File: src/design/sdp_defines.vh
`ifndef SDP_DEFINES_VH
`define SDP_DEFINES_VH
// register offsets in the special-function space
`define SDP_ADDR_STACK     8'h81
`define SDP_ADDR_DPL_PRI   8'h82
`define SDP_ADDR_DPH_PRI   8'h83
`define SDP_ADDR_DPL_AUX   8'h84
`define SDP_ADDR_DPH_AUX   8'h85
`define SDP_ADDR_CHOICE    8'h86
// reset values
`define SDP_RST_STACK      8'h07
`define SDP_RST_BYTE       8'h00
`define SDP_RST_CHOICE     1'b0
// field position and constants
`define SDP_CHOICE_BIT     0
`define SDP_BYTE_ONE       8'h01
`define SDP_WORD_ONE       16'h0001
`define SDP_ZERO7          7'h00
`endif

File: src/design/sdp_regs.v
`timescale 1ns/10ps
`include "sdp_defines.vh"
module sdp_regs (
  // clock and reset
  input  wire        REF_CLK,
  input  wire        RST,
  // special-function register access
  input  wire [7:0]  SFR_ADDR,
  input  wire        SFR_WR,
  input  wire        SFR_RD,
  input  wire [7:0]  SFR_WDATA,
  output reg  [7:0]  SFR_RDATA,
  output reg         SFR_HIT,
  // stack operations
  input  wire        STK_PUSH,
  input  wire        STK_POP,
  output wire [7:0]  STK_PTR,
  output wire [7:0]  STK_PUSH_ADDR,
  // data pointer operations
  input  wire        PTR_LOAD,
  input  wire [15:0] PTR_LOAD_DATA,
  input  wire        PTR_INC,
  output wire [15:0] ACTIVE_DATA_POINTER,
  output wire        PTR_SEL
);
  wire [7:0] stack_pointer;
  wire [7:0] data_ptr_low_primary;
  wire [7:0] data_ptr_high_primary;
  wire [7:0] data_ptr_low_auxiliary;
  wire [7:0] data_ptr_high_auxiliary;
  reg        choice;
  reg  [7:0] next_rdata;
  reg        next_hit;

  function hit;
    input [7:0] a;
    input [7:0] b;
    begin
      hit = (a == b);
    end
  endfunction

  wire wr_stack    = SFR_WR && hit(SFR_ADDR, `SDP_ADDR_STACK);
  wire wr_low_pri  = SFR_WR && hit(SFR_ADDR, `SDP_ADDR_DPL_PRI);
  wire wr_high_pri = SFR_WR && hit(SFR_ADDR, `SDP_ADDR_DPH_PRI);
  wire wr_low_aux  = SFR_WR && hit(SFR_ADDR, `SDP_ADDR_DPL_AUX);
  wire wr_high_aux = SFR_WR && hit(SFR_ADDR, `SDP_ADDR_DPH_AUX);
  wire wr_choice   = SFR_WR && hit(SFR_ADDR, `SDP_ADDR_CHOICE);

  sdp_stack_ctr u_stack (
    .REF_CLK   (REF_CLK),
    .RST       (RST),
    .load      (wr_stack),
    .load_data (SFR_WDATA),
    .push      (STK_PUSH),
    .pop       (STK_POP),
    .value     (stack_pointer),
    .push_addr (STK_PUSH_ADDR)
  );

  // sequencer updates reach only the selected pair
  sdp_ptr_pair u_primary (
    .REF_CLK   (REF_CLK),
    .RST       (RST),
    .wr_low    (wr_low_pri),
    .wr_high   (wr_high_pri),
    .wr_data   (SFR_WDATA),
    .load_word (PTR_LOAD && !choice),
    .word_data (PTR_LOAD_DATA),
    .incr      (PTR_INC && !choice),
    .low       (data_ptr_low_primary),
    .high      (data_ptr_high_primary)
  );

  sdp_ptr_pair u_auxiliary (
    .REF_CLK   (REF_CLK),
    .RST       (RST),
    .wr_low    (wr_low_aux),
    .wr_high   (wr_high_aux),
    .wr_data   (SFR_WDATA),
    .load_word (PTR_LOAD && choice),
    .word_data (PTR_LOAD_DATA),
    .incr      (PTR_INC && choice),
    .low       (data_ptr_low_auxiliary),
    .high      (data_ptr_high_auxiliary)
  );

  always @(posedge REF_CLK) begin
    if (RST) begin
      choice <= `SDP_RST_CHOICE;
    end else if (wr_choice) begin
      choice <= SFR_WDATA[`SDP_CHOICE_BIT];
    end
  end

  assign STK_PTR  = stack_pointer;
  assign PTR_SEL  = choice;
  // indirect address for non-scratchpad data memory
  assign ACTIVE_DATA_POINTER = choice ? {data_ptr_high_auxiliary, data_ptr_low_auxiliary}
                                      : {data_ptr_high_primary, data_ptr_low_primary};

  always @* begin
    next_rdata = `SDP_RST_BYTE;
    next_hit   = 1'b1;
    if (hit(SFR_ADDR, `SDP_ADDR_STACK)) begin
      next_rdata = stack_pointer;
    end else if (hit(SFR_ADDR, `SDP_ADDR_DPL_PRI)) begin
      next_rdata = data_ptr_low_primary;
    end else if (hit(SFR_ADDR, `SDP_ADDR_DPH_PRI)) begin
      next_rdata = data_ptr_high_primary;
    end else if (hit(SFR_ADDR, `SDP_ADDR_DPL_AUX)) begin
      next_rdata = data_ptr_low_auxiliary;
    end else if (hit(SFR_ADDR, `SDP_ADDR_DPH_AUX)) begin
      next_rdata = data_ptr_high_auxiliary;
    end else if (hit(SFR_ADDR, `SDP_ADDR_CHOICE)) begin
      next_rdata = {`SDP_ZERO7, choice};
    end else begin
      next_hit = 1'b0;
    end
  end

  // registered read data, one cycle after the strobe
  always @(posedge REF_CLK) begin
    if (RST) begin
      SFR_RDATA <= `SDP_RST_BYTE;
      SFR_HIT   <= 1'b0;
    end else if (SFR_RD) begin
      SFR_RDATA <= next_rdata;
      SFR_HIT   <= next_hit;
    end else begin
      SFR_HIT   <= 1'b0;
    end
  end
endmodule // sdp_regs

File: src/design/sdp_stack_ctr.v
`timescale 1ns/10ps
`include "sdp_defines.vh"
module sdp_stack_ctr (
  // clock and reset
  input  wire       REF_CLK,
  input  wire       RST,
  // software load
  input  wire       load,
  input  wire [7:0] load_data,
  // sequencer strobes
  input  wire       push,
  input  wire       pop,
  // state
  output reg  [7:0] value,
  output wire [7:0] push_addr
);
  reg [7:0] next_value;

  // push writes to the pre-incremented location
  assign push_addr = value + `SDP_BYTE_ONE;

  always @* begin
    next_value = value;
    if (load) begin
      next_value = load_data;
    end else if (push && !pop) begin
      next_value = value + `SDP_BYTE_ONE;
    end else if (pop && !push) begin
      next_value = value - `SDP_BYTE_ONE;
    end
  end

  always @(posedge REF_CLK) begin
    if (RST) begin
      value <= `SDP_RST_STACK;
    end else begin
      value <= next_value;
    end
  end
endmodule // sdp_stack_ctr

File: src/design/sdp_ptr_pair.v
`timescale 1ns/10ps
`include "sdp_defines.vh"
module sdp_ptr_pair (
  // clock and reset
  input  wire        REF_CLK,
  input  wire        RST,
  // byte writes
  input  wire        wr_low,
  input  wire        wr_high,
  input  wire [7:0]  wr_data,
  // whole-word update from the sequencer
  input  wire        load_word,
  input  wire [15:0] word_data,
  input  wire        incr,
  // state
  output reg  [7:0]  low,
  output reg  [7:0]  high
);
  wire [15:0] word;
  wire [15:0] word_inc;
  assign word     = {high, low};
  assign word_inc = word + `SDP_WORD_ONE;

  always @(posedge REF_CLK) begin
    if (RST) begin
      low  <= `SDP_RST_BYTE;
      high <= `SDP_RST_BYTE;
    end else if (load_word) begin
      low  <= word_data[7:0];
      high <= word_data[15:8];
    end else if (incr) begin
      low  <= word_inc[7:0];
      high <= word_inc[15:8];
    end else begin
      if (wr_low) begin
        low <= wr_data;
      end
      if (wr_high) begin
        high <= wr_data;
      end
    end
  end
endmodule // sdp_ptr_pair

File: config.mk
export PLATFORM = sky130hd
export DESIGN_NAME = sdp_regs
export DESIGN_NICKNAME = d
export VERILOG_FILES = /design/src/design/sdp_regs.v /design/src/design/sdp_stack_ctr.v /design/src/design/sdp_ptr_pair.v
export VERILOG_INCLUDE_DIRS = /design/src /design/src/design
export SDC_FILE = /design/constraint.sdc
export NUM_CORES = 1
export LEC_CHECK = 0
export BUFFER_PORTS_ARGS = -buffer_cell sky130_fd_sc_hd__clkbuf_2
export CORE_MARGIN = 5
export CORE_UTILIZATION = 30
export CTS_BUF_LIST = sky130_fd_sc_hd__clkbuf_8
export DETAILED_ROUTE_END_ITERATION = 8
export GPL_TIMING_DRIVEN = 1
export SETUP_SLACK_MARGIN = 0.5
export SLEW_MARGIN = 15
export SYNTH_ARGS = -nofsm -noshare
export SYNTH_HDL_FRONTEND = slang
export SYNTH_SLANG_ARGS = --single-unit
File: constraint.sdc
create_clock -name REF_CLK -period 2.7 [get_ports REF_CLK]
set_clock_uncertainty 0.2 [all_clocks]
set_input_delay 0.54 -clock REF_CLK [delete_from_list [all_inputs] [get_ports REF_CLK]]
set_output_delay 0.54 -clock REF_CLK [all_outputs]
set_load 0.05 [all_outputs]
==> out/metrics.yaml <==
status: "finished, final reports clean"
tightestPinTransition_ns: 0.786
clk_latency_ns: 0.31
initial_core_util: 0.304
maxSlewViolCount: 0
critical_path_depth: 5
hold_ws_ns: 0.265
clk_pin_slew_worst_paths_ns: 0.10
grt_pass1_wl_um: 27600
r2r-start: "u_auxiliary.low[0]"
cp_max_fo: 9
drt-total-wl_um: 18000
slew_headroom: 0.476
startpoint_type: "input port"
crit_family: "compound AO/OA/AOI/OAI gates"
drc_errors: 0
dpl_cell_area_um2: 5070
drt_iter0_drc: 659
fp.dieW_um: 128
async_flop_share: 0
grt_max_degree: 35
syn-num-nets: 593
cap_violations: 0
finalHoldViolCount: 0
port_buffers: 81
r2r-end: "u_auxiliary.low[5]"
power_density_nw_per_um2: 379
tritoncts: "done"
arrival_ns: 2.20
hold_end: "SFR_RDATA[1]"
synth_area_um2: 4200
dp_cells: 794
r2r_slack_ns: 0.54
coreArea_um2: 13800
syn_avg_cell_area_um2: 7.66
ys_seq_elements: 50
crit_slowest_cell: "or4b_4"
postCtsHoldBufs: 0
layout.nets: 691
synth_warnings: 0
final_core_util: 0.399
p_leak_nw: 2.08
min_path_type: "flop to flop"
yosysUniqueCellTypes: 81
fin_crit_sh: 0.812
numCtsBuffers: 5
grt_usage: 0.211
row_count: 43
area_growth_pct: 31.3
place.gp.congestion: 0.961
grt_overflow_total: 0
antenna_found_initial: 0
rsz0062_at_grt: "yes"
drtPass1Iterations: 5
setup_violations: 0
crit_required_ns: 2.71
max_freq_ghz: 0.456
min-delay-start: "SFR_RDATA[1]"
fin_crit_ns: 2.19
ant_nets: 0
n_antenna_cell: 0
stdcell_count: 827
critPathBufInv: 1
routed_via_density: 6.24
reg2reg_depth: 4
critPathMaxStageDelay_ns: 0.67
routedWlPerCell_um: 21.7
clockBufferDepth: 2
synth-main-ff-cell: "dfxtp_1"
grt_pass1_vias: 4884
cp-end-kind: "flop"
die_area_um2: 16500
dp_hpwl_um: 13200
hold_depth: 2
worstPathCellList: "clkbuf_2 > or4b_4 > o31a_1 > a21o_1 > a221oi_1"
ir_drop_mv: 0.188
synth_seq_area_share: 0.238
setup_tns_ns: 0
die_h_um: 128
postLayoutCellArea_um2: 5510
clock_sinks: 50
vias: 5159
cts-htree-levels: 2
pin_count: 82
synth_edf_count: 0
synth_cells: 548
critPathKind: "input port to flop"
root_buffer: "clkbuf_8"
drive_gt1_frac: 0.337
[area by class of cell]
cell class / count / area [um^2]
Clock buffer: 5 / 68.8
Clock inverter: 3 / 41.3
Fill cell: 1432 / 8310
Inverter: 17 / 67.6
Multi-Input combinational cell: 429 / 3120
Sequential cell: 50 / 1030
Tap cell: 180 / 225
Timing Repair Buffer: 143 / 956
[worst register-to-register path: cells and delay by family, from the launching register on]
| kind | cells | cell delay (ns) |
|---|---|---|
| flops | 1 | 0.52 |
| simple gates | 2 | 0.85 |
| compound gates | 2 | 0.49 |
[state kept, by name, indices dropped and copies added (netlist names)]
register,flops
SFR_RDATA,8
u_auxiliary.high,8
u_auxiliary.low,8
u_primary.high,8
u_primary.low,8
u_stack.value,8
PTR_SEL,1
SFR_HIT,1
[layout by cell type (no fill, tap or decap), types with 5 or more instances in the layout]
cell and instances:
buf_4 61, nor3_1 20, mux2_4 7, nand2b_1 5, dfxtp_1 41, o22a_1 6, clkbuf_2 65, dfxtp_4 8
o221ai_1 6, o21ai_1 5, nand2_1 53, a2bb2oi_1 5, a22oi_1 8, a211oi_1 9, mux2i_1 11, o211ai_1 6
inv_1 17, a21oi_1 27, clkbuf_8 7, o21ai_0 25, a31oi_1 6, clkbuf_4 6, nand4_1 12, xnor2_1 5
mux2_2 10, nand3_1 20, nor4_1 16, nor2b_1 8, nor2_1 26, o21ai_2 7, or3_1 6, o31a_1 5
[per-stage QoR]
stage          power [mW]  setup slack (ns)
2_1_floorplan        1.29             0.478
3_3_place_gp         1.48             0.256
3_5_place_dp         1.49             0.225
4_1_cts              2.07             0.444
5_1_grt              2.17             0.469
6_report             2.09             0.508
[layer usage]
layer	GRT usage	vias to the layer above	part of all wire
li1	-	2299	-
met1	0.302	2497	0.45
met3	0.0433	40	0.097
met5	0	-	0
met4	0.0599	0	0.026
met2	0.318	323	0.43
[cell families (layout without fill, tap and decap cells)]
family / count (synthesis) / after routing / share of synthesized area
AOI/OAI and AO/OA: 184 / 184 / 0.333
xor gates and xnor gates: 13 / 13 / 0.0271
adders and majority gates: 5 / 5 / 0.0149
buffers and inverters: 69 / 168 / 0.0680
DFF: 50 / 50 / 0.238
muxes: 28 / 28 / 0.0718
and+or+nand+nor: 199 / 199 / 0.247
[Yosys cell counts (all sizes together), types with 6 or more instances]
master,instances,share of area
nand4,12,0.018
a211oi,9,0.016
or3,6,0.0089
buf,6,0.011
o211ai,6,0.011
o221ai,6,0.013
o22a,6,0.013
inv,17,0.015
a21oi,28,0.033
o31ai,6,0.024
nor2b,8,0.012
clkbuf,46,0.041
a31oi,6,0.0089
mux2i,11,0.026
nor4,16,0.024
nand2,53,0.047
mux2,17,0.046
nand2b,6,0.0089
dfxtp,50,0.24
o21ai,37,0.045
nand3,23,0.027
xnor2,9,0.019
nor3,20,0.024
a22oi,8,0.014
nor2,27,0.024
[power breakdown]
group / switching (mW) / total, mW / internal [mW]
combinational: 0.468 / 0.727 / 0.259
clock: 0.278 / 0.552 / 0.273
sequential: 0.0450 / 0.808 / 0.763
total: 0.791 / 2.09 / 1.30
[worst max path at each step]
stage,startpoint,end,slack [ns]
floorplan,SFR_ADDR[3],u_primary.high[3],0.48
global placement,SFR_ADDR[3],u_primary.high[2],0.26
detailed placement,STK_POP,u_stack.value[7],0.23
CTS,u_stack.value[0],STK_PUSH_ADDR[4],0.44
global route,u_stack.value[1],STK_PUSH_ADDR[7],0.47
finish,SFR_ADDR[3],u_primary.low[3],0.51
[repair_timing]
action,in CTS,in global routing
pin swaps,1,7
setup endpoints to repair,17,26
gates cloned,0,0
resized for setup,25,19
setup buffers,16,9
No activity file was read; power rests on OpenSTA's default activity.
